--- config.mk ---
export PLATFORM = sky130hd
export DESIGN_NAME = channel_divider_config
export DESIGN_NICKNAME = d
export VERILOG_FILES = /design/src/rtl/channel_divider_config_pkg.sv /design/src/rtl/channel_divider_config.sv
export VERILOG_INCLUDE_DIRS = /design/src /design/src/rtl
export SDC_FILE = /design/constraint.sdc
export NUM_CORES = 1
export LEC_CHECK = 0
export BUFFER_PORTS_ARGS = -buffer_cell sky130_fd_sc_hd__buf_2
export CORE_MARGIN = 4
export CORE_UTILIZATION = 40
export DETAILED_ROUTE_END_ITERATION = 16
export PLACE_DENSITY_LB_ADDON = 0.12
export SYNTH_ARGS = -nofsm -noshare
export SYNTH_HDL_FRONTEND = slang
export SYNTH_SLANG_ARGS = --single-unit
--- constraint.sdc ---
create_clock -name i_clk -period 21.7 [get_ports i_clk]
set_input_delay 4.34 -clock i_clk [delete_from_list [all_inputs] [get_ports i_clk]]
set_output_delay 4.34 -clock i_clk [all_outputs]
set_load 0.01 [all_outputs]
--- src/rtl/channel_divider_config_defines.svh ---
// Register offsets, field positions, reset values and frame sizes for the
// channel divider configuration block.
// Assumes inclusion by bare name from the design files.
`ifndef CHANNEL_DIVIDER_CONFIG_DEFINES_SVH
`define CHANNEL_DIVIDER_CONFIG_DEFINES_SVH

`define ADDR_CH2_FIRST_COUNTS   13'h199
`define ADDR_CH2_PHASE          13'h19A
`define ADDR_CH2_SECOND_COUNTS  13'h19B
`define ADDR_CH2_CONTROL        13'h19C
`define ADDR_CH2_DUTY           13'h19D
`define ADDR_CH3_FIRST_COUNTS   13'h19E
`define ADDR_CH3_PHASE          13'h19F
`define ADDR_CH3_SECOND_COUNTS  13'h1A0
`define ADDR_CH3_CONTROL        13'h1A1
`define ADDR_CH3_DUTY           13'h1A2
`define ADDR_PRESCALER_RATIO    13'h1E0
`define ADDR_CLOCK_INPUT_CTRL   13'h1E1
`define ADDR_SOFT_SYNC          13'h230
`define ADDR_UPDATE             13'h232

`define CTRL_BYPASS_BASE_BIT    4
`define CTRL_NOSYNC_BIT         3
`define CTRL_FORCE_BIT          2
`define CTRL_START_BASE_BIT     0
`define DUTY_CORR_OFF_BIT       0
`define CLKIN_SECTION_PD_BIT    4
`define CLKIN_OSC_IF_PD_BIT     3
`define CLKIN_BOTH_PD_BIT       2
`define CLKIN_SRC_SEL_BIT       1
`define CLKIN_PRE_BYPASS_BIT    0
`define SOFT_SYNC_BIT           0
`define UPDATE_BIT              0

`define PRESCALE_MAX_CODE       3'h4
`define PRESCALE_MIN_RATIO      4'h2
`define RESET_CFG_BYTE          8'h00
`define RESET_SOFT_SYNC         1'b0

`define SPI_LAST_INSTR_BIT      5'h0F
`define SPI_LAST_FRAME_BIT      5'h17

`endif

--- src/rtl/channel_divider_config_pkg.sv ---
// Types shared by the channel divider configuration block.
// Assumes nothing beyond a SystemVerilog compiler.
package channel_divider_config_pkg;

  typedef struct packed {
    logic [7:0] duty;
    logic [7:0] control;
    logic [7:0] second_counts;
    logic [7:0] phase;
    logic [7:0] first_counts;
  } chan_cfg_t;

  typedef struct packed {
    chan_cfg_t [1:0] ch;
    logic [7:0]      clkin;
    logic [7:0]      prescale;
  } cfg_t;

endpackage

--- src/rtl/channel_divider_config.sv ---
// Clock source selection, prescaler and two cascaded divider channels,
// configured through a four-wire serial control port.
// Assumes all pins are asynchronous to i_clk and far slower than it.
//
// Overview of operation
// - Low count sets output low time.
// - High count sets output high time.
// - Shared register holds both stage phase offsets.
// - Second-stage bypass passes input, idles divider.
// - First-stage bypass passes input, idles divider.
// - Sync-ignore bit decides sync participation.
// - Force bit sets static level during soft sync with sync-ignore.
// - Start bits choose each stage's first level.
// - Duty correction active while disable bit clear.
// - Prescaler divides 2 to 6, else static.
// - Section power-down stops buffer, prescaler, tree.
// - Combined power-down stops oscillator and input.
// - Source select: external input or oscillator.
// - Prescaler bypass routes external input around divider.
// - Soft sync holds dividers, release restarts them.
// - Settings other than soft sync take effect only after update bit.
`include "channel_divider_config_defines.svh"

module channel_divider_config (
  input  wire logic       i_clk,      // System clock, 250 MHz
  input  wire logic       i_reset,    // Asynchronous reset, active high
  input  wire logic       i_sclk,     // Serial port clock pin
  input  wire logic       i_sdio,     // Serial port data in pin
  input  wire logic       i_cs_n,     // Serial port select pin, active low
  input  wire logic       i_ext_clk,  // External clock input pin
  input  wire logic       i_osc_clk,  // Internal oscillator clock
  output logic            o_sdo,      // Serial read data
  output logic [1:0]      o_ch_out,   // Channel outputs, index 0 is channel 2
  output logic            o_ext_pd,   // External input buffer powered down
  output logic            o_osc_pd,   // Internal oscillator powered down
  output logic            o_osc_if_pd,// Oscillator interface powered down
  output logic            o_section_pd// Clock input section powered down
);

  // ------------------------------------------------------------------
  // Pin synchronisers
  // ------------------------------------------------------------------
  localparam int PINS = 5;
  logic [PINS-1:0] pin_raw;
  logic [PINS-1:0] pin_meta;
  logic [PINS-1:0] pin_sync;

  assign pin_raw = {i_osc_clk, i_ext_clk, i_cs_n, i_sdio, i_sclk};

  for (genvar p = 0; p < PINS; p++) begin : g_sync
    always_ff @(posedge i_clk or posedge i_reset) begin
      if (i_reset) begin
        pin_meta[p] <= 1'b0;
        pin_sync[p] <= 1'b0;
      end else begin
        pin_meta[p] <= pin_raw[p];
        pin_sync[p] <= pin_meta[p];
      end
    end
  end

  logic sclk_prev;
  logic sclk_rise;
  logic sclk_fall;

  always_ff @(posedge i_clk or posedge i_reset) begin
    if (i_reset) begin
      sclk_prev <= 1'b0;
    end else begin
      sclk_prev <= pin_sync[0];
    end
  end

  assign sclk_rise = pin_sync[0] & ~sclk_prev;
  assign sclk_fall = ~pin_sync[0] & sclk_prev;

  // ------------------------------------------------------------------
  // Serial control port
  // ------------------------------------------------------------------
  // Frames are 16 instruction bits then 8 data bits, MSB first.
  logic [22:0] shift;
  logic [4:0]  bit_cnt;
  logic [23:0] frame;
  logic [7:0]  rd_shift;
  logic        reading;
  logic        wr_strobe;

  channel_divider_config_pkg::cfg_t buf_cfg;
  channel_divider_config_pkg::cfg_t act;
  logic                             soft_sync;
  logic                             update_pending;

  assign frame     = {shift, pin_sync[1]};
  assign wr_strobe = sclk_rise && !pin_sync[2] && bit_cnt == `SPI_LAST_FRAME_BIT && !frame[23];

  function automatic logic [7:0] read_reg(input logic [12:0] addr);
    logic [7:0] d;
    d = 8'h00;
    unique case (addr)
      `ADDR_CH2_FIRST_COUNTS:  d = buf_cfg.ch[0].first_counts;
      `ADDR_CH2_PHASE:         d = buf_cfg.ch[0].phase;
      `ADDR_CH2_SECOND_COUNTS: d = buf_cfg.ch[0].second_counts;
      `ADDR_CH2_CONTROL:       d = buf_cfg.ch[0].control;
      `ADDR_CH2_DUTY:          d = buf_cfg.ch[0].duty;
      `ADDR_CH3_FIRST_COUNTS:  d = buf_cfg.ch[1].first_counts;
      `ADDR_CH3_PHASE:         d = buf_cfg.ch[1].phase;
      `ADDR_CH3_SECOND_COUNTS: d = buf_cfg.ch[1].second_counts;
      `ADDR_CH3_CONTROL:       d = buf_cfg.ch[1].control;
      `ADDR_CH3_DUTY:          d = buf_cfg.ch[1].duty;
      `ADDR_PRESCALER_RATIO:   d = buf_cfg.prescale;
      `ADDR_CLOCK_INPUT_CTRL:  d = buf_cfg.clkin;
      `ADDR_SOFT_SYNC:         d = {7'h00, soft_sync};
      `ADDR_UPDATE:            d = {7'h00, update_pending};
      default:                 d = 8'h00;
    endcase
    return d;
  endfunction

  always_ff @(posedge i_clk or posedge i_reset) begin
    if (i_reset) begin
      shift    <= 23'h000000;
      bit_cnt  <= 5'h00;
      rd_shift <= 8'h00;
      reading  <= 1'b0;
      o_sdo    <= 1'b0;
    end else if (pin_sync[2]) begin
      // Deselect aborts any partial frame.
      bit_cnt <= 5'h00;
      reading <= 1'b0;
      o_sdo   <= 1'b0;
    end else if (sclk_rise) begin
      shift   <= frame[22:0];
      bit_cnt <= (bit_cnt == `SPI_LAST_FRAME_BIT) ? 5'h00 : bit_cnt + 5'h01;
      if (bit_cnt == `SPI_LAST_INSTR_BIT) begin
        reading  <= frame[15];
        rd_shift <= read_reg(frame[12:0]);
      end else if (bit_cnt == `SPI_LAST_FRAME_BIT) begin
        reading <= 1'b0;
      end
    end else if (sclk_fall && reading) begin
      o_sdo    <= rd_shift[7];
      rd_shift <= {rd_shift[6:0], 1'b0};
    end else if (sclk_fall) begin
      o_sdo <= 1'b0;
    end
  end

  // ------------------------------------------------------------------
  // Buffer and active registers
  // ------------------------------------------------------------------
  always_ff @(posedge i_clk or posedge i_reset) begin
    if (i_reset) begin
      buf_cfg   <= {12{`RESET_CFG_BYTE}};
      soft_sync <= `RESET_SOFT_SYNC;
    end else if (wr_strobe) begin
      unique case (frame[20:8])
        `ADDR_CH2_FIRST_COUNTS:  buf_cfg.ch[0].first_counts  <= frame[7:0];
        `ADDR_CH2_PHASE:         buf_cfg.ch[0].phase         <= frame[7:0];
        `ADDR_CH2_SECOND_COUNTS: buf_cfg.ch[0].second_counts <= frame[7:0];
        `ADDR_CH2_CONTROL:       buf_cfg.ch[0].control       <= frame[7:0];
        `ADDR_CH2_DUTY:          buf_cfg.ch[0].duty          <= frame[7:0];
        `ADDR_CH3_FIRST_COUNTS:  buf_cfg.ch[1].first_counts  <= frame[7:0];
        `ADDR_CH3_PHASE:         buf_cfg.ch[1].phase         <= frame[7:0];
        `ADDR_CH3_SECOND_COUNTS: buf_cfg.ch[1].second_counts <= frame[7:0];
        `ADDR_CH3_CONTROL:       buf_cfg.ch[1].control       <= frame[7:0];
        `ADDR_CH3_DUTY:          buf_cfg.ch[1].duty          <= frame[7:0];
        `ADDR_PRESCALER_RATIO:   buf_cfg.prescale            <= frame[7:0];
        `ADDR_CLOCK_INPUT_CTRL:  buf_cfg.clkin               <= frame[7:0];
        `ADDR_SOFT_SYNC:         soft_sync <= frame[`SOFT_SYNC_BIT];
        default: ;
      endcase
    end
  end

  // A new request on the same edge as a copy wins, so it is never lost.
  always_ff @(posedge i_clk or posedge i_reset) begin
    if (i_reset) begin
      update_pending <= 1'b0;
      act            <= {12{`RESET_CFG_BYTE}};
    end else begin
      if (sclk_rise && update_pending) begin
        act <= buf_cfg;
      end
      if (wr_strobe && frame[20:8] == `ADDR_UPDATE && frame[`UPDATE_BIT]) begin
        update_pending <= 1'b1;
      end else if (sclk_rise) begin
        update_pending <= 1'b0;
      end
    end
  end

  // ------------------------------------------------------------------
  // Source selection and prescaler
  // ------------------------------------------------------------------
  logic       section_pd;
  logic       osc_path;
  logic       ext_path;
  logic       src_lvl;
  logic [3:0] ratio;
  logic [3:0] pre_cnt;
  logic [3:0] next_pre_cnt;
  logic       pre_static;
  logic       pre_bypass;
  logic       src_prev;
  logic       pre_lvl;
  logic       dist_lvl;
  logic       dist_prev;
  logic       dist_tick;

  assign section_pd = act.clkin[`CLKIN_SECTION_PD_BIT];
  assign osc_path   = pin_sync[4] & ~act.clkin[`CLKIN_BOTH_PD_BIT]
                      & ~act.clkin[`CLKIN_OSC_IF_PD_BIT];
  assign ext_path   = pin_sync[3] & ~act.clkin[`CLKIN_BOTH_PD_BIT] & ~section_pd;
  assign src_lvl    = act.clkin[`CLKIN_SRC_SEL_BIT] ? osc_path : ext_path;
  assign ratio      = {1'b0, act.prescale[2:0]} + `PRESCALE_MIN_RATIO;
  assign pre_static = act.prescale[2:0] > `PRESCALE_MAX_CODE;
  // Bypass with the oscillator selected is not allowed, so it is ignored.
  assign pre_bypass = act.clkin[`CLKIN_PRE_BYPASS_BIT]
                      & ~act.clkin[`CLKIN_SRC_SEL_BIT];
  assign next_pre_cnt = (pre_cnt >= ratio - 4'h1) ? 4'h0 : pre_cnt + 4'h1;

  always_ff @(posedge i_clk or posedge i_reset) begin
    if (i_reset) begin
      src_prev <= 1'b0;
      pre_cnt  <= 4'h0;
      pre_lvl  <= 1'b0;
    end else if (section_pd || pre_static) begin
      src_prev <= src_lvl;
      pre_cnt  <= 4'h0;
      pre_lvl  <= 1'b0;
    end else begin
      src_prev <= src_lvl;
      if (src_lvl && !src_prev) begin
        pre_cnt <= next_pre_cnt;
        pre_lvl <= next_pre_cnt < (ratio >> 1);
      end
    end
  end

  always_ff @(posedge i_clk or posedge i_reset) begin
    if (i_reset) begin
      dist_lvl  <= 1'b0;
      dist_prev <= 1'b0;
    end else begin
      dist_lvl  <= ~section_pd & (pre_bypass ? src_lvl : pre_lvl);
      dist_prev <= dist_lvl;
    end
  end

  assign dist_tick = dist_lvl & ~dist_prev;

  // ------------------------------------------------------------------
  // Sync control
  // ------------------------------------------------------------------
  logic soft_prev;
  logic sync_release;

  always_ff @(posedge i_clk or posedge i_reset) begin
    if (i_reset) begin
      soft_prev <= `RESET_SOFT_SYNC;
    end else begin
      soft_prev <= soft_sync;
    end
  end

  assign sync_release = soft_prev & ~soft_sync;

  // ------------------------------------------------------------------
  // Cascaded channel dividers
  // ------------------------------------------------------------------
  logic [1:0][1:0] stage_lvl;
  logic [1:0][1:0] stage_prev;

  for (genvar c = 0; c < 2; c++) begin : g_ch
    logic nosync;
    logic dcc_off;
    assign nosync  = act.ch[c].control[`CTRL_NOSYNC_BIT];
    assign dcc_off = act.ch[c].duty[`DUTY_CORR_OFF_BIT];

    for (genvar s = 0; s < 2; s++) begin : g_stage
      logic [7:0] counts;
      logic [3:0] phase;
      logic       bypass;
      logic       start;
      logic       in_lvl;
      logic       in_tick;
      logic [4:0] hi_raw;
      logic [4:0] lo_raw;
      logic [5:0] total;
      logic [5:0] hi;
      logic [5:0] lo;
      logic [5:0] cnt;
      logic       lvl;

      assign counts  = (s == 0) ? act.ch[c].first_counts : act.ch[c].second_counts;
      assign phase   = (s == 0) ? act.ch[c].phase[3:0] : act.ch[c].phase[7:4];
      assign bypass  = act.ch[c].control[`CTRL_BYPASS_BASE_BIT + s];
      assign start   = act.ch[c].control[`CTRL_START_BASE_BIT + s];
      // The second stage runs from the first stage's output edges.
      assign in_lvl  = (s == 0) ? dist_lvl : stage_lvl[c][0];
      assign in_tick = (s == 0) ? dist_tick : (stage_lvl[c][0] & ~stage_prev[c][0]);
      assign hi_raw  = {1'b0, counts[3:0]} + 5'h01;
      assign lo_raw  = {1'b0, counts[7:4]} + 5'h01;
      assign total   = {1'b0, hi_raw} + {1'b0, lo_raw};
      // Correction keeps the period and splits it as evenly as it can.
      assign hi      = dcc_off ? {1'b0, hi_raw} : (total + 6'h01) >> 1;
      assign lo      = dcc_off ? {1'b0, lo_raw} : total - ((total + 6'h01) >> 1);

      always_ff @(posedge i_clk or posedge i_reset) begin
        if (i_reset) begin
          lvl <= 1'b0;
          cnt <= 6'h00;
        end else if (bypass) begin
          lvl <= 1'b0;
          cnt <= 6'h00;
        end else if (!nosync && (soft_sync || sync_release)) begin
          lvl <= start;
          cnt <= {2'h0, phase} + (start ? hi : lo) - 6'h01;
        end else if (in_tick) begin
          if (cnt == 6'h00) begin
            lvl <= ~lvl;
            cnt <= (lvl ? lo : hi) - 6'h01;
          end else begin
            cnt <= cnt - 6'h01;
          end
        end
      end

      assign stage_lvl[c][s] = bypass ? in_lvl : lvl;

      always_ff @(posedge i_clk or posedge i_reset) begin
        if (i_reset) begin
          stage_prev[c][s] <= 1'b0;
        end else begin
          stage_prev[c][s] <= stage_lvl[c][s];
        end
      end
    end

    always_ff @(posedge i_clk or posedge i_reset) begin
      if (i_reset) begin
        o_ch_out[c] <= 1'b0;
      end else if (section_pd) begin
        o_ch_out[c] <= 1'b0;
      end else if (nosync && soft_sync) begin
        o_ch_out[c] <= act.ch[c].control[`CTRL_FORCE_BIT];
      end else begin
        o_ch_out[c] <= stage_lvl[c][1];
      end
    end
  end

  // ------------------------------------------------------------------
  // Power-down status pins
  // ------------------------------------------------------------------
  always_ff @(posedge i_clk or posedge i_reset) begin
    if (i_reset) begin
      o_ext_pd     <= 1'b0;
      o_osc_pd     <= 1'b0;
      o_osc_if_pd  <= 1'b0;
      o_section_pd <= 1'b0;
    end else begin
      o_ext_pd     <= act.clkin[`CLKIN_BOTH_PD_BIT] | section_pd;
      o_osc_pd     <= act.clkin[`CLKIN_BOTH_PD_BIT];
      o_osc_if_pd  <= act.clkin[`CLKIN_OSC_IF_PD_BIT];
      o_section_pd <= section_pd;
    end
  end

endmodule

==> flow_summary_export.csv <==
group,metric,value,unit
outcome,status,"completed",
global_routing,grt_util_all_layers,0.185,
detailed_routing,detailedRoute.firstPassIterationCount,5,
final_layout,drive_above_1_share,0.162,
min_path,hold_path_end,"pin_sync[3]",
final_layout,multi_input_comb_area,8910,µm²
floorplan,rows,73,
placement,port_buffers,13,
detailed_routing,top_layer_used,"met4",
worst_setup_path,worstSetupPathType,"flop to output pin",
pwr,worst_ir_drop_vdd,70.2,µV
placement,hpwlAfterDp,30100,µm
timing,tightest_slew,1.24,ns
global_routing,grt_pass1_wl,66000,µm
worst_setup_path,depth_of_the_worst_register_to_register_path,21,
placement,post_dp_cell_area,16700,µm²
worst_setup_path,r2r-end,"g_ch[0].g_stage[0].cnt[5]",
cts,insertion_delay,0.56,ns
worst_setup_path,timing.critical_path.buf_inv,1,
logic_synthesis,synth_compound_gate_area_share,0.132,
pwr,power_density,78.9,nW/µm²
floorplan,fp.dieArea,43600,µm²
timing,timing.setup.tns,0,ns
timing,timing.max_slew.rel_slack,0.168,
floorplan,initial_core_util,0.405,
worst_setup_path,end_kind,"output pin",
placement,globalplace.congestion,0.857,
worst_setup_path,crit_path_max_fanout,2,
cts,root_cell_of_the_clock_tree,"clkbuf_16",
logic_synthesis,synth-seq-area-share,0.406,
timing,setup_violations,0,
cts,cts.htree.levels,1,
worst_setup_path,critical-path-top-delay-family,"flip-flops",
detailed_routing,routed_via_density,5.66,
detailed_routing,drt_drc_violations_left,0,
logic_synthesis,post_synthesis_net_count,1668,
logic_synthesis,top_ff_cell_synth,"dfrtp_1",
worst_setup_path,startpoint_type,"flop",
worst_setup_path,cp.required,17.36,ns
detailed_routing,final_antenna_net_count,0,
cts,postCtsSetupRepairBufs,0,
detailed_routing,m1WireLength,19800,µm
final_layout,fillCellCount,3829,
logic_synthesis,syn-mean-instance-area,10.4,µm²
worst_setup_path,timing.rr.start,"g_ch[0].g_stage[0].counts[0]",
timing,finalHoldViolations,0,
cts,cts_hold_buf,0,
logic_synthesis,yosysUniqueCellTypes,89,
logic_synthesis,async_flop_share,1.00,
floorplan,core_area,39800,µm²
worst_setup_path,worstPathArrival,1.10,ns
cts,cts_inserted_buffers,30,
logic_synthesis,netlist_instances,1552,
cts,cts.sink_count,262,
logic_synthesis,yosys-mux-area-fraction,0.161,
logic_synthesis,synth_edf_count,0,
logic_synthesis,synth-warning-count,0,
cts,cts_repair_resize_count,0,
floorplan,dieWidth,209,µm
min_path,hold_depth,0,
cts,clkSlewWorstSetupHoldPaths,0.06,ns
detailed_routing,detail_route.wirelength,40900,µm
logic_synthesis,mappedNetlistArea,16100,µm²
timing,min_period_over_period,0.251,
timing,final_period_minus_worst_setup_slack,5.44,ns
final_layout,design.final.nets,1664,
timing,rsz0062_at_grt,"no",
final_layout,syn_to_final_growth,10.6,%
timing,finalMaxSlewViolations,0,
min_path,hold_start,"pin_meta[3]",
detailed_routing,detailroute.wirelength.met3,1520,µm
min_path,worst_hold_path_type,"flop to flop",
timing,final.setup_skew,0.0284,ns
final_layout,antennaDiodeCount,0,
global_routing,grt_start_max_net_pins,90,
worst_setup_path,r2r_slack,16.35,ns
final_layout,design_area,17900,µm²
worst_setup_path,slowest_stage,"dfrtp_1",
detailed_routing,dr_total_vias,11900,
logic_synthesis,yosys_register_bits,262,
floorplan,design.portCount,14,
logic_synthesis,synth-adder-area-share,0.0882,
logic_synthesis,synth-simple-area-share,0.123,
cts,ctsLongestPathBuffers,3,
detailed_routing,wl_met2,18900,µm
timing,timing.fmax,0.184,GHz
cts,cts_tree,"done",
logic_synthesis,synth-xor-area-share,0.0475,
floorplan,die_h,209,µm
global_routing,first_global_vias,11600,
final_layout,ff_latch_area,6560,µm²
worst_setup_path,cp_cell_sequence,"buf_2",
pwr,power.static_leakage,8.50,nW
logic_synthesis,dominant_combinational_cell_family_by_area_after_synthesis,"multiplexers",
detailed_routing,detail_route.iter0.violations,709,
detailed_routing,wl_per_cell,19.5,µm
global_routing,globalRoute.totalOverflow,0,
job,drv.max_cap_violation_count,0,
worst_setup_path,cp_slowest_stage_delay,0.39,ns
global_routing,grt_antenna_before_repair,0,
[worst max path at each step]
stage	startpoint	end	cells past startpoint
2_1_floorplan	i_reset	act[0]	1
3_3_place_gp	i_reset	buf_cfg[72]	3
3_5_place_dp	i_reset	buf_cfg[63]	3
4_1_cts	o_sdo	o_sdo	1
5_1_grt	g_ch[0].g_stage[0].counts[0]	g_ch[0].g_stage[0].cnt[5]	21
6_report	o_sdo	o_sdo	1
[cells in the mapped netlist, drive strengths merged, types with 10 or more instances]
library cell,instances,area share
dfrtp,262,0.41
mux2,190,0.13
inv,117,0.027
ha,101,0.078
nor2,100,0.023
nand2,94,0.022
a21oi,67,0.021
clkbuf,50,0.012
xnor2,46,0.025
nor3,38,0.012
xor2,38,0.021
o21ai,37,0.011
nand3,34,0.011
a221oi,27,0.015
a211oi,23,0.011
and3,23,0.0092
a22o,22,0.012
nand2b,19,0.0074
mux2i,18,0.011
a21o,17,0.0079
a31oi,16,0.0062
o211ai,15,0.0070
buf,13,0.0033
mux4,12,0.017
or2,12,0.0047
nand4,10,0.0039
[sequential cells by signal, summed over array words and instances (netlist names), 2 cells and up]
name and cells:
act 38, buf_cfg 96, pin_sync 4, pin_meta 5, bit_cnt 5, g_ch.g_stage.counts 32
g_ch.g_stage.lvl 4, shift 23, stage_prev 2, o_ch_out 2, g_ch.g_stage.cnt 24, rd_shift 8
pre_cnt 4
[layout by cell type, fill, tap and decap left out, types with 18 or more instances in the layout]
cell       Yosys  routed
dfrtp_1      262     262
mux2_2       129     129
inv_1        108     107
ha_1         101     101
nor2_1       100      99
nand2_1       94      93
a21oi_1       67      67
mux2_1        61      61
xnor2_1       45      45
xor2_1        38      38
nor3_1        37      37
nand3_1       33      33
clkbuf_16      0      30
o21ai_0       27      27
a221oi_1      27      27
a211oi_1      23      23
and3_1        22      22
a22o_1        22      22
nand2b_1      19      19
mux2i_1       18      18
[layout make-up]
cell class              count  share of cell area
multi-input cells        1109               0.499
repair buffers             27             0.00953
clock inverters            15              0.0139
inverters                 118              0.0252
flip-flops and latches    262               0.367
clock buffers              39              0.0484
well taps                 525              0.0368
[per-stage QoR]
stage	utilization	cells	worst slack, ns	hold WS (ns)	power [W]
after floorplan	-	1552	10.15	0.331	0.000787
after global placement	0.420	2041	15.82	0.333	0.000858
after detailed placement	0.420	2041	15.81	0.336	0.000862
after CTS	0.448	2095	16.22	0.350	0.00142
after global routing	0.448	2095	15.91	0.352	0.00149
final	0.448	2095	16.26	0.347	0.00141
[cells by family after synthesis]
kind of cell,after synthesis
AND/OR/NAND/NOR,396
XOR/XNOR,85
buffers and inverters,181
multiplexers,220
AO/OA/AOI/OAI,299
adder cells (fa/ha/maj),109
flip-flops,262
[where the power goes]
| group | switching (W) | internal (W) | total (W) |
|---|---|---|---|
| clock network | 0.000205 | 0.000352 | 0.000557 |
| registers | 0.0000824 | 0.000529 | 0.000612 |
| logic | 0.000131 | 0.000110 | 0.000241 |
[per-layer routing]
| layer | track usage | vias up |
|---|---|---|
| met5 | 0 | - |
| met3 | 0.0206 | 47 |
| met1 | 0.274 | 5933 |
| met2 | 0.300 | 215 |
| met4 | 0.0306 | 0 |
| li1 | - | 5655 |
Note: power is estimated with default switching activity, not from simulation.
